--- src/logic/acm_pkg.sv ---
// Package with constants and types for the channel map and result word block.
package acm_pkg;
	localparam int DATA_W      = 18;
	localparam int WORD_W      = 24;
	localparam int TAG_W       = 3;
	localparam int CNT_W       = 5;
	localparam logic [CNT_W-1:0] RD_BITS = 5'h18;
	localparam logic [CNT_W-1:0] WR_BITS = 5'h08;
	// Result word field positions.
	localparam int RSV_POS     = 5;
	localparam int AUX_LO_POS  = 3;
	localparam int TAG_LO_POS  = 0;
	localparam int DATA_LO_POS = 6;
	// Transfer-function register layout: gain, unipolar, offset code.
	localparam int TF_W        = 8;
	localparam int GAIN_LO     = 5;
	localparam int UNI_POS     = 4;
	localparam int SIGN_POS    = 3;
	localparam int MAG_W       = 3;
	// Transfer-function register numbers.
	localparam logic [1:0] TF1 = 2'h1;
	localparam logic [1:0] TF2 = 2'h2;
	localparam logic [1:0] TF3 = 2'h3;
	// Channel tags.
	localparam logic [TAG_W-1:0] TAG_PSEUDO0 = 3'h0;
	localparam logic [TAG_W-1:0] TAG_DIFF0   = 3'h4;
	localparam logic [TAG_W-1:0] TAG_AIN5    = 3'h6;
	localparam logic [TAG_W-1:0] TAG_CAL     = 3'h7;
	// Input multiplexer codes.
	localparam logic [3:0] MUX_PSEUDO0 = 4'h0;
	localparam logic [3:0] MUX_DIFF0   = 4'h5;
	localparam logic [3:0] MUX_OFFSET_CALIBRATION_PAIR  = 4'h8;
	localparam logic [3:0] MUX_GAIN_CALIBRATION_PAIR = 4'h9;
	// Scan sequence lengths.
	localparam logic [2:0] SCAN_PSEUDO_N = 3'h5;
	localparam logic [2:0] SCAN_FULLY_DIFFERENTIAL_SELECT_N   = 3'h3;
	localparam logic [2:0] SCAN_CAL_N    = 3'h2;
	// Offset-binary limits and bias.
	localparam logic [DATA_W-1:0] CODE_MIN = 18'h00000;
	localparam logic [DATA_W-1:0] CODE_MAX = 18'h3FFFF;
	localparam logic [DATA_W-1:0] CODE_MID = 18'h20000;

	typedef enum logic [2:0] {
		ST_IDLE  = 3'h1,
		ST_READ  = 3'h2,
		ST_WRITE = 3'h4
	} acm_state_t;
endpackage : acm_pkg

--- src/logic/acm_core.sv ---
// Channel to transfer-function mapping and serial result word of the ADC.
//
// Functional notes
// - Offset DAC steps, doubled unipolar, zero disconnects.
// - Non-scan normal mode select to register map.
// - Scanning uses fixed register per channel.
// - Offset calibration pair mapping and scan append.
// - Gain calibration pair mapping and scan append.
// - Result register read-only; writes change nothing.
// - Write access takes eight bits, then idle.
// - Word MSB first: data, reserved, aux, tag.
// - Eighteen-bit offset-binary conversion value.
// - Out-of-range input saturates, never wraps.
// - Reserved bit after data always zero.
// - Aux inputs captured on first falling edge.
// - Tag codes: pseudo, differential, calibration.
// - Offset code top bit sign, rest magnitude.
// - Active control change drops ready, restarts.
module acm_core
	import acm_pkg::*;
#(
	parameter int RAW_W = 20
) (
	input  wire logic                   clk_i,
	input  wire logic                   rstn_i,
	input  wire logic                   sclk_i,
	input  wire logic                   din_i,
	input  wire logic                   aux_input_bit_high_i,
	input  wire logic                   aux_input_bit_low_i,
	input  wire logic                   rd_start_i,
	input  wire logic                   wr_start_i,
	input  wire logic                   scan_i,
	input  wire logic                   fully_differential_select_i,
	input  wire logic                   cal_mode_high_i,
	input  wire logic                   cal_mode_low_i,
	input  wire logic                   channel_select_high_i,
	input  wire logic                   channel_select_low_i,
	input  wire logic [3*acm_pkg::TF_W-1:0] tf_regs_i,
	input  wire logic                   conv_valid_i,
	input  wire logic signed [RAW_W-1:0] conv_raw_i,
	output logic                        dout_o,
	output logic                        access_done_o,
	output logic                        data_ready_o,
	output logic                        restart_o,
	output logic [1:0]                  tf_select_o,
	output logic [3:0]                  mux_code_o,
	output logic [acm_pkg::TAG_W-1:0]   source_channel_tag_o,
	output logic [2:0]                  pga_gain_o,
	output logic                        unipolar_o,
	output logic                        dac_connect_o,
	output logic                        dac_negative_o,
	output logic [3:0]                  dac_steps_o
);
	import acm_pkg::*;

	if (RAW_W < DATA_W) begin : g_chk
		$error("RAW_W must be at least the conversion width");
	end

	localparam logic signed [RAW_W-1:0] RAW_MAX = RAW_W'(CODE_MID - 18'h1);
	localparam logic signed [RAW_W-1:0] RAW_MIN = -RAW_W'(CODE_MID);

	typedef struct packed {
		acm_state_t          st;
		logic [2:0]          sclk_ff;
		logic [2:0]          din_ff;
		logic [2:0]          auxh_ff;
		logic [2:0]          auxl_ff;
		logic                sclk_lvl;
		logic                first_fall;
		logic [CNT_W-1:0]    bitcnt;
		logic [WORD_W-1:0]   shreg;
		logic                dout;
		logic                done;
		logic [DATA_W-1:0]   result;
		logic [TAG_W-1:0]    res_tag;
		logic                drdy;
		logic                restart;
		logic [2:0]          scan_idx;
		logic [1:0]          tf_sel;
		logic [TAG_W-1:0]    tag;
		logic [3:0]          mux;
		logic [TF_W-1:0]     act_tf;
		logic [13:0]         ctl;
		logic [1:0]          ctl_sel;
	} acm_regs_t;

	acm_regs_t r_reg;
	acm_regs_t r_next;
	logic      ctl_chg;

	////////////////////////////////////////////////////////////////////////
	always_comb begin
		logic              rise;
		logic              fall;
		logic              calm;
		logic [2:0]        nsig;
		logic [2:0]        nseq;
		logic [1:0]        sel;
		logic [TF_W-1:0]   tfb;
		logic [DATA_W-1:0] code;
		logic [WORD_W-1:0] sh;
		logic              cvt;
		rise = 1'b0;
		fall = 1'b0;
		sh   = '0;
		tfb  = '0;
		code = '0;
		cvt  = 1'b0;
		ctl_chg = 1'b0;
		r_next = r_reg;
		r_next.done    = 1'b0;
		r_next.restart = 1'b0;
		r_next.sclk_ff = {r_reg.sclk_ff[1:0], sclk_i};
		r_next.din_ff  = {r_reg.din_ff[1:0], din_i};
		r_next.auxh_ff = {r_reg.auxh_ff[1:0], aux_input_bit_high_i};
		r_next.auxl_ff = {r_reg.auxl_ff[1:0], aux_input_bit_low_i};
		// A pin change counts only once the last two stages agree.
		if (r_reg.sclk_ff[1] == r_reg.sclk_ff[2]
			&& r_reg.sclk_ff[2] != r_reg.sclk_lvl) begin
			r_next.sclk_lvl = r_reg.sclk_ff[2];
			rise = r_reg.sclk_ff[2];
			fall = !r_reg.sclk_ff[2];
		end

		// Channel and transfer-function selection.
		sel  = {channel_select_high_i, channel_select_low_i};
		// Reserved mode 11 falls back to normal mode.
		calm = cal_mode_high_i ^ cal_mode_low_i;
		nsig = fully_differential_select_i ? SCAN_FULLY_DIFFERENTIAL_SELECT_N : SCAN_PSEUDO_N;
		nseq = calm ? nsig + SCAN_CAL_N : nsig;
		if (scan_i) begin
			if (r_reg.scan_idx >= nsig) begin
				r_next.tf_sel = TF3;
				r_next.tag    = TAG_CAL;
				// Offset pair always precedes the gain pair.
				r_next.mux = (r_reg.scan_idx == nsig) ? MUX_OFFSET_CALIBRATION_PAIR
					: MUX_GAIN_CALIBRATION_PAIR;
			end else if (fully_differential_select_i) begin
				r_next.tf_sel = 2'(r_reg.scan_idx) + TF1;
				r_next.tag    = TAG_DIFF0 + r_reg.scan_idx;
				r_next.mux    = MUX_DIFF0 + 4'(r_reg.scan_idx);
			end else begin
				r_next.tf_sel = r_reg.scan_idx[2] ? TF3
					: (r_reg.scan_idx[1] ? TF2 : TF1);
				r_next.tag = r_reg.scan_idx[2] ? TAG_AIN5
					: TAG_PSEUDO0 + r_reg.scan_idx;
				r_next.mux = MUX_PSEUDO0 + 4'(r_reg.scan_idx);
			end
		end else begin
			if (fully_differential_select_i) begin
				// Select 11 is forbidden to the host; it lands on TF3.
				r_next.tf_sel = (sel == 2'h3) ? TF3 : sel + TF1;
				r_next.tag = (sel == 2'h3) ? TAG_AIN5
					: TAG_DIFF0 + {1'b0, sel};
				r_next.mux = MUX_DIFF0 + 4'(sel);
			end else begin
				r_next.tf_sel = sel[1] ? TF2 : TF1;
				r_next.tag    = TAG_PSEUDO0 + {1'b0, sel};
				r_next.mux    = MUX_PSEUDO0 + 4'(sel);
			end
			if (calm) begin
				r_next.tag = TAG_CAL;
				r_next.mux = cal_mode_low_i ? MUX_OFFSET_CALIBRATION_PAIR
					: MUX_GAIN_CALIBRATION_PAIR;
			end
		end
		unique case (r_reg.tf_sel)
			TF2:     tfb = tf_regs_i[TF_W +: TF_W];
			TF3:     tfb = tf_regs_i[2*TF_W +: TF_W];
			default: tfb = tf_regs_i[0 +: TF_W];
		endcase
		r_next.act_tf = tfb;

		// Any change in the controls of the channel in use restarts it.
		r_next.ctl = {cal_mode_high_i, cal_mode_low_i, scan_i,
			fully_differential_select_i, sel, tfb};
		r_next.ctl_sel = r_reg.tf_sel;
		// A byte that differs only because the scan moved on to another
		// register is no user change; restarting there would stall the scan.
		ctl_chg = ((r_next.ctl >> TF_W) != (r_reg.ctl >> TF_W))
			|| (r_reg.tf_sel == r_reg.ctl_sel
			&& tfb != r_reg.ctl[TF_W-1:0]);
		if (ctl_chg) begin
			r_next.restart  = 1'b1;
			r_next.drdy     = 1'b0;
			r_next.scan_idx = '0;
		end else if (conv_valid_i) begin
			if (conv_raw_i > RAW_MAX) begin
				code = CODE_MAX;
			end else if (conv_raw_i < RAW_MIN) begin
				code = CODE_MIN;
			end else begin
				code = DATA_W'(conv_raw_i) ^ CODE_MID;
			end
			r_next.result  = code;
			r_next.res_tag = r_reg.tag;
			r_next.drdy    = 1'b1;
			cvt            = 1'b1;
			if (scan_i) begin
				r_next.scan_idx = (r_reg.scan_idx + 3'h1 >= nseq) ? 3'h0
					: r_reg.scan_idx + 3'h1;
			end
		end

		// Serial access to the result register.
		unique case (r_reg.st)
			ST_IDLE: begin
				r_next.bitcnt = '0;
				if (rd_start_i) begin
					sh = {r_reg.result, 1'b0, 2'b00, r_reg.res_tag};
					r_next.shreg      = sh;
					r_next.dout       = sh[WORD_W-1];
					r_next.first_fall = 1'b1;
					r_next.st         = ST_READ;
				end else if (wr_start_i) begin
					r_next.st = ST_WRITE;
				end
			end
			ST_READ: begin
				if (fall) begin
					sh = r_reg.shreg;
					// The first fall only latches aux: the host samples on
					// rises, so shifting here would lose the top bit.
					if (r_reg.first_fall) begin
						sh[AUX_LO_POS +: 2] = {r_reg.auxh_ff[2],
							r_reg.auxl_ff[2]};
					end else begin
						sh = {sh[WORD_W-2:0], 1'b0};
					end
					r_next.shreg      = sh;
					r_next.dout       = sh[WORD_W-1];
					r_next.first_fall = 1'b0;
				end
				if (rise) begin
					r_next.bitcnt = r_reg.bitcnt + 5'h1;
					if (r_reg.bitcnt == RD_BITS - 5'h1) begin
						r_next.st   = ST_IDLE;
						r_next.done = 1'b1;
						// A conversion landing in this cycle keeps ready set.
						r_next.drdy = cvt;
					end
				end
			end
			ST_WRITE: begin
				// Shifted-in bits are discarded, so the result stays put.
				if (rise) begin
					r_next.bitcnt = r_reg.bitcnt + 5'h1;
					if (r_reg.bitcnt == WR_BITS - 5'h1) begin
						r_next.st   = ST_IDLE;
						r_next.done = 1'b1;
					end
				end
			end
		endcase
	end

	always_ff @(posedge clk_i) begin
		if (!rstn_i) begin
			r_reg          <= '0;
			r_reg.st       <= ST_IDLE;
			r_reg.tf_sel   <= TF1;
			r_reg.sclk_ff  <= 3'h7;
			r_reg.sclk_lvl <= 1'b1;
		end else begin
			r_reg <= r_next;
		end
	end

	////////////////////////////////////////////////////////////////////////
	assign dout_o               = r_reg.dout;
	assign access_done_o        = r_reg.done;
	assign data_ready_o         = r_reg.drdy;
	assign restart_o            = r_reg.restart;
	assign tf_select_o          = r_reg.tf_sel;
	assign mux_code_o           = r_reg.mux;
	assign source_channel_tag_o = r_reg.tag;
	assign pga_gain_o           = r_reg.act_tf[GAIN_LO +: 3];
	assign unipolar_o           = r_reg.act_tf[UNI_POS];
	// One step is a twelfth of full scale; unipolar doubles each step.
	assign dac_connect_o  = |r_reg.act_tf[0 +: MAG_W];
	assign dac_negative_o = r_reg.act_tf[SIGN_POS];
	assign dac_steps_o    = {1'b0, r_reg.act_tf[0 +: MAG_W]}
		<< r_reg.act_tf[UNI_POS];
endmodule : acm_core

--- config.mk ---
export PLATFORM = sky130hd
export DESIGN_NAME = acm_core
export DESIGN_NICKNAME = d
export VERILOG_FILES = /design/src/logic/acm_pkg.sv /design/src/logic/acm_core.sv
export SDC_FILE = /design/constraint.sdc
export NUM_CORES = 1
export LEC_CHECK = 0
export BUFFER_PORTS_ARGS = -buffer_cell sky130_fd_sc_hd__buf_2
export CAP_MARGIN = 5
export CORE_MARGIN = 5
export CORE_UTILIZATION = 45
export DETAILED_ROUTE_END_ITERATION = 8
export PLACE_DENSITY = 0.77
export RECOVER_POWER = 100
export SYNTH_ARGS = -nofsm -noshare
export SYNTH_HDL_FRONTEND = slang
export SYNTH_SLANG_ARGS = --single-unit
--- constraint.sdc ---
create_clock -name clk_i -period 2.75 [get_ports clk_i]
set_clock_uncertainty 0.15 [all_clocks]
set_input_delay 0.55 -clock clk_i [delete_from_list [all_inputs] [get_ports clk_i]]
set_output_delay 0.55 -clock clk_i [all_outputs]
set_load 0.01 [all_outputs]
==> results of run 1 <==
-- synthesized netlist by cell type (all sizes together), types with 16 or more instances --
library cell	count	area (sq um)
dfxtp	95	1900
nand2	62	233
o211a	38	380
inv	31	116
clkbuf	30	114
mux2i	26	264
and2	25	163
nor2	23	86.3
buf	19	165
o311ai	19	166
xor2	18	158
a21oi	16	80.1
-- area by class of cell --
class                           count  area [sq um]  area share, %
Multi-Input combinational cell    354          2500           46.4
Clock buffer                       11           151           2.81
Tap cell                          136           170           3.16
Inverter                           31           116           2.16
Sequential cell                    95          1900           35.3
Clock inverter                      5           104           1.93
Timing Repair Buffer               91           447           8.29
-- power groups by stage --
stage                     registers, mW  clock network (mW)  logic, mW
after floorplan                    1.51                   0      0.325
final                              1.49                1.14      0.431
after CTS                          1.49                1.17      0.445
after global routing               1.50                1.22      0.483
after detailed placement           1.53                   0      0.442
after global placement             1.52                   0      0.428
-- worst max path at each step --
| stage | from | end | slack (ns) | cells after the start |
|---|---|---|---|---|
| 5_1_grt | tf_select_o[0] | r_reg[51] | 0.02 | 7 |
| 3_5_place_dp | cal_mode_high_i | r_reg[35] | 0.14 | 10 |
| 2_1_floorplan | fully_differential_select_i | r_reg[35] | 0.26 | 10 |
| 6_report | tf_select_o[0] | r_reg[35] | 0.26 | 8 |
| 3_3_place_gp | cal_mode_high_i | r_reg[35] | 0.20 | 10 |
| 4_1_cts | tf_select_o[0] | r_reg[46] | 0.19 | 7 |
-- cells by family after synthesis --
| kind of cell | after synthesis | synth area share, % |
|---|---|---|
| fa+ha+maj | 14 | 3.60 |
| compound gates | 122 | 20.4 |
| flops | 95 | 39.7 |
| simple gates | 157 | 16.0 |
| buf+inv | 80 | 8.25 |
| mux | 28 | 5.98 |
| xor+xnor | 33 | 6.03 |
-- worst reg2reg max path, cell delays in order (launching register included) --
cell and delay, ns:
dfxtp_1 0.63, buf_4 0.23, mux2i_1 0.27, xnor2_1 0.10
nor3_1 0.18, a41o_1 0.23, clkbuf_2 0.27, and2_4 0.22
and3_1 0.15
-- metal layers --
| metal | GRT usage [%] | wire length, um | vias to the layer above |
|---|---|---|---|
| li1 | - | - | 1950 |
| met1 | 19.6 | 4700 | 1818 |
| met2 | 27.2 | 4910 | 95 |
| met3 | 4.01 | 616 | 10 |
| met4 | 5.21 | 140 | 0 |
| met5 | 0 | 0 | - |
-- metrics by stage --
step	setup WS (ns)	hold slack, ns
after detailed placement	0.137	0.263
after global routing	0.0174	0.204
final	0.263	0.217
after CTS	0.187	0.204
after global placement	0.196	0.252
after floorplan	0.263	0.236
==> impl_metrics.json, run 1 <==
{
  "status": "finished clean",
  "dp_cells": 707,
  "path_cells": "buf_4 -> mux2i_1 -> xnor2_1 -> nor3_1 -> a41o_1 -> clkbuf_2 -> and2_4 -> and3_1",
  "postCtsHoldBufs": 0,
  "clk_pin_slew_worst_paths_ns": 0.09,
  "place_congestion": 0.872,
  "cts_tree": "yes",
  "antenna_cells": 0,
  "grt_pass1_vias": 3729,
  "power.share.clock_pct": 37.2,
  "p_leak_nw": 2.49,
  "drc": 0,
  "final_cell_mix": "dfxtp_1, nand2_1, buf_2, o211a_1, inv_1",
  "utilization_pct": 52.0,
  "hp-class": "in2reg",
  "cts_buffer_depth": 2,
  "area_growth_syn_to_layout_pct": 12.5,
  "powerDensity_nw_per_um2": 569,
  "grtUsageTotal_pct": 15.9,
  "wire_per_inst_um": 14.3,
  "critPathSlowestCell": "dfxtp_1",
  "rsz0062_at_grt": "no",
  "via_count": 3873,
  "path_buf_inv": 2,
  "r2r_start": "tf_select_o[0]",
  "whs_path_depth": 2,
  "reg2reg_slack_ns": 0.26,
  "synth_ff_type": "dfxtp_1",
  "nets": 654,
  "dieArea_sq_um": 12800,
  "hold_viol": 0,
  "die_height_um": 113,
  "p_seq_share_pct": 48.7,
  "syn_area_sq_um": 4790,
  "p_sw_share_pct": 25.4,
  "synthCells": 529,
  "worstRegToRegCells": 8,
  "fin_cells": 723,
  "yosysUniqueCellTypes": 55,
  "grt_pass1_wl_um": 17000,
  "io_buffers": 80,
  "min_period_ns": 2.49,
  "placed_area_sq_um": 5180,
  "overflow": 0,
  "core.rowCount": 37,
  "hp-start": "sclk_i",
  "yosys_warnings": 0,
  "ant_nets": 0,
  "viasPerCell": 5.36,
  "crit_fanout": 10,
  "final_common_cell": "dfxtp_1",
  "critPathArrivalTime_ns": 2.64,
  "clk-insertion-delay-late_ns": 0.36,
  "postCtsSetupRepairBufs": 0,
  "grt_max_degree": 77,
  "crit_type": "reg2reg",
  "post_cts_resized": 0,
  "setup_viol": 0,
  "fmax_mhz": 402,
  "cp-end-kind": "register",
  "period_share_pct": 90.4,
  "min_to": "r_next[102]",
  "start_util_pct": 46.2,
  "yosysSeqAreaShare_pct": 39.7,
  "ir_drop_mv": 0.275,
  "core_sq_um": 10400,
  "root_buffer": "clkbuf_8",
  "tightestPinTransition_ns": 1.08,
  "final_max_slew_viol_count": 0,
  "drt-total-wl_um": 10400,
  "cts_buffers": 9,
  "internal_power_mw": 2.29,
  "die_w_um": 113,
  "cp-start-kind": "register",
  "max_slew_margin_pct": 27.6,
  "boundaryPins": 82,
  "cap_violations": 0,
  "drt-initial-drc-count": 223,
  "p_total_mw": 3.07,
  "cp_data_required_time_ns": 2.90,
  "cp_top_family": "flip-flops",
  "antenna_found_initial": 0,
  "final.setup.tns_ns": 0,
  "syn-num-nets": 601,
  "combPwrFrac_pct": 14.0,
  "design_area_sq_um": 5390,
  "largest_register_ff_count": 73,
  "r2r_end": "r_reg[35]",
  "syn_avg_cell_area_sq_um": 9.06,
  "cts_sinks": 95,
  "drive_gt1_share_pct": 15.7,
  "ys_ff_latch": 95,
  "n_fill_cell": 975,
  "htree_levels": 3,
  "hpwl_um": 7360,
  "firstDrtPassIters": 4,
  "cpPeakStageDelay_ns": 0.63,
  "synth_edf_count": 0,
  "power_switching_uw": 778,
  "async_reset_ff_share_pct": 0
}
Note: power is estimated with default switching activity, not from simulation.
==> run 2: changes to the inputs <==
Settings changed: PLACE_DENSITY 0.77 to 0.73.
==> impl_metrics.json, run 2 (synthesis gave the netlist of run 1 again) <==
{
  "status": "finished clean",
  "via_count": 3857,
  "cts_buffer_depth": 2,
  "powerDensity_nw_per_um2": 515,
  "worst_path_most_repeated_cell": "mux2i_1",
  "grt_pass1_wl_um": 17600,
  "hp-start": "aux_input_bit_high_i",
  "highest_layer": "met4",
  "drive_gt1_share_pct": 15.8,
  "rsz0062_at_grt": "no",
  "reg2reg_slack_ns": 0.32,
  "overflow": 0,
  "ant_nets": 0,
  "placed_area_sq_um": 5200,
  "hpwl_um": 7480,
  "core.rowCount": 37,
  "final_common_cell": "dfxtp_1",
  "largest_register_ff_count": 73,
  "drt-initial-drc-count": 221,
  "grt_pass1_vias": 3872,
  "wire_per_inst_um": 14.4,
  "antenna_cells": 0,
  "root_buffer": "clkbuf_8",
  "place_congestion": 0.876,
  "final_cell_mix": "dfxtp_1, nand2_1, buf_2, o211a_1, inv_1",
  "ir_drop_mv": 0.296,
  "cts_buffers": 9,
  "critPathSlowestCell": "dfxtp_1",
  "antenna_found_initial": 0,
  "cpPeakStageDelay_ns": 0.49,
  "die_height_um": 113,
  "route.met2.wl_um": 4950,
  "postCtsSetupRepairBufs": 0,
  "p_leak_nw": 2.47,
  "crit_type": "reg2reg",
  "hp-class": "in2reg",
  "crit_fanout": 21,
  "p_seq_share_pct": 54.6,
  "cp-start-kind": "register",
  "hold_viol": 0,
  "drc": 0,
  "period_share_pct": 88.3,
  "regArea_sq_um": 1900,
  "tightestPinTransition_ns": 1.45,
  "critPathArrivalTime_ns": 2.56,
  "start_util_pct": 46.2,
  "n_fill_cell": 980,
  "fmax_mhz": 412,
  "dieArea_sq_um": 12800,
  "core_sq_um": 10400,
  "cts_sinks": 95,
  "design_area_sq_um": 5330,
  "final.setup.tns_ns": 0,
  "path_cells": "buf_4 -> mux2i_1 -> xnor2_1 -> nor3_1 -> a41o_1 -> and2_4 -> mux2i_1",
  "combPwrFrac_pct": 15.9,
  "worstRegToRegCells": 7,
  "clk_pin_slew_worst_paths_ns": 0.10,
  "postCtsHoldBufs": 0,
  "post_cts_resized": 0,
  "nets": 655,
  "power_switching_uw": 775,
  "r2r_start": "tf_select_o[0]",
  "cp-end-kind": "register",
  "drt-total-wl_um": 10400,
  "min_period_ns": 2.43,
  "max_slew_margin_pct": 3.53,
  "power.share.clock_pct": 29.5,
  "wl_met1_um": 4780,
  "boundaryPins": 82,
  "cts_tree": "yes",
  "area_growth_syn_to_layout_pct": 11.2,
  "cp_data_required_time_ns": 2.88,
  "htree_levels": 3,
  "multiInputGateArea_sq_um": 2490,
  "p_sw_share_pct": 28.3,
  "setup_viol": 0,
  "min_to": "r_next[96]",
  "firstDrtPassIters": 4,
  "internal_power_mw": 1.97,
  "cap_violations": 0,
  "grt_max_degree": 43,
  "io_buffers": 80,
  "wl_met3_um": 539,
  "whs_path_depth": 2,
  "die_w_um": 113,
  "clk-insertion-delay-late_ns": 0.36,
  "final_max_slew_viol_count": 0,
  "r2r_end": "r_reg[40]",
  "grtUsageTotal_pct": 16.4,
  "viasPerCell": 5.33
}
==> run 2: cell types whose count changed in the layout (fill, tap and decap cells not counted), sizes merged <==
| cell | delta |
|---|---|
| buf | +3 |
| bufinv | -3 |
| clkbuf | -3 |
| clkinv | +4 |
==> run 2: worst max path at each step <==
stage               cells after the start                        start  slack [ns]         to
global placement                       10              cal_mode_high_i        0.20  r_reg[35]
detailed placement                     10              cal_mode_high_i        0.14  r_reg[35]
global route                            8               tf_select_o[0]        0.11  r_reg[34]
CTS                                     7               tf_select_o[0]        0.28  r_reg[52]
finish                                  7               tf_select_o[0]        0.32  r_reg[40]
floorplan                              10  fully_differential_select_i        0.26  r_reg[35]
==> run 2: critical path, delay by kind of cell (launching register included) <==
family          cells  cell delay [ns]
flops               1             0.49
mux                 2             0.52
buf+inv             1             0.25
xor+xnor            1             0.11
simple gates        2             0.58
compound gates      1             0.24
==> run 2: metrics by stage <==
step | worst slack [ns] | std cells | hold WS [ns] | power [mW] | utilization (%)
after floorplan | 0.263 | 529 | 0.236 | 1.84 | -
after global placement | 0.197 | 708 | 0.252 | 1.96 | 50.2
after detailed placement | 0.143 | 708 | 0.248 | 1.97 | 50.2
after CTS | 0.279 | 724 | 0.238 | 2.77 | 51.7
after global routing | 0.113 | 724 | 0.232 | 2.90 | 51.4
final | 0.323 | 724 | 0.247 | 2.74 | 51.4
==> run 2: per-layer routing <==
layer  GRT usage, %  vias to the layer above
li1               -                     1948
met1           20.7                     1799
met2           28.0                       93
met3           3.90                       17
met4           4.73                        0
met5              0                        -
==> run 2: power groups by stage <==
stage               Sequential, mW  Combinational [mW]  Clock (mW)
floorplan                     1.51               0.325           0
global placement              1.52               0.430           0
detailed placement            1.53               0.446           0
CTS                           1.50               0.449       0.825
global route                  1.51               0.489       0.902
finish                        1.50               0.436       0.809
==> run 2: layout make-up <==
type                            instances  area share, %
Multi-Input combinational cell        354           46.8
Sequential cell                        95           35.7
Inverter                               31           2.18
Clock buffer                           10           2.40
Tap cell                              136           3.19
Clock inverter                          6          0.705
Timing Repair Buffer                   92           9.00
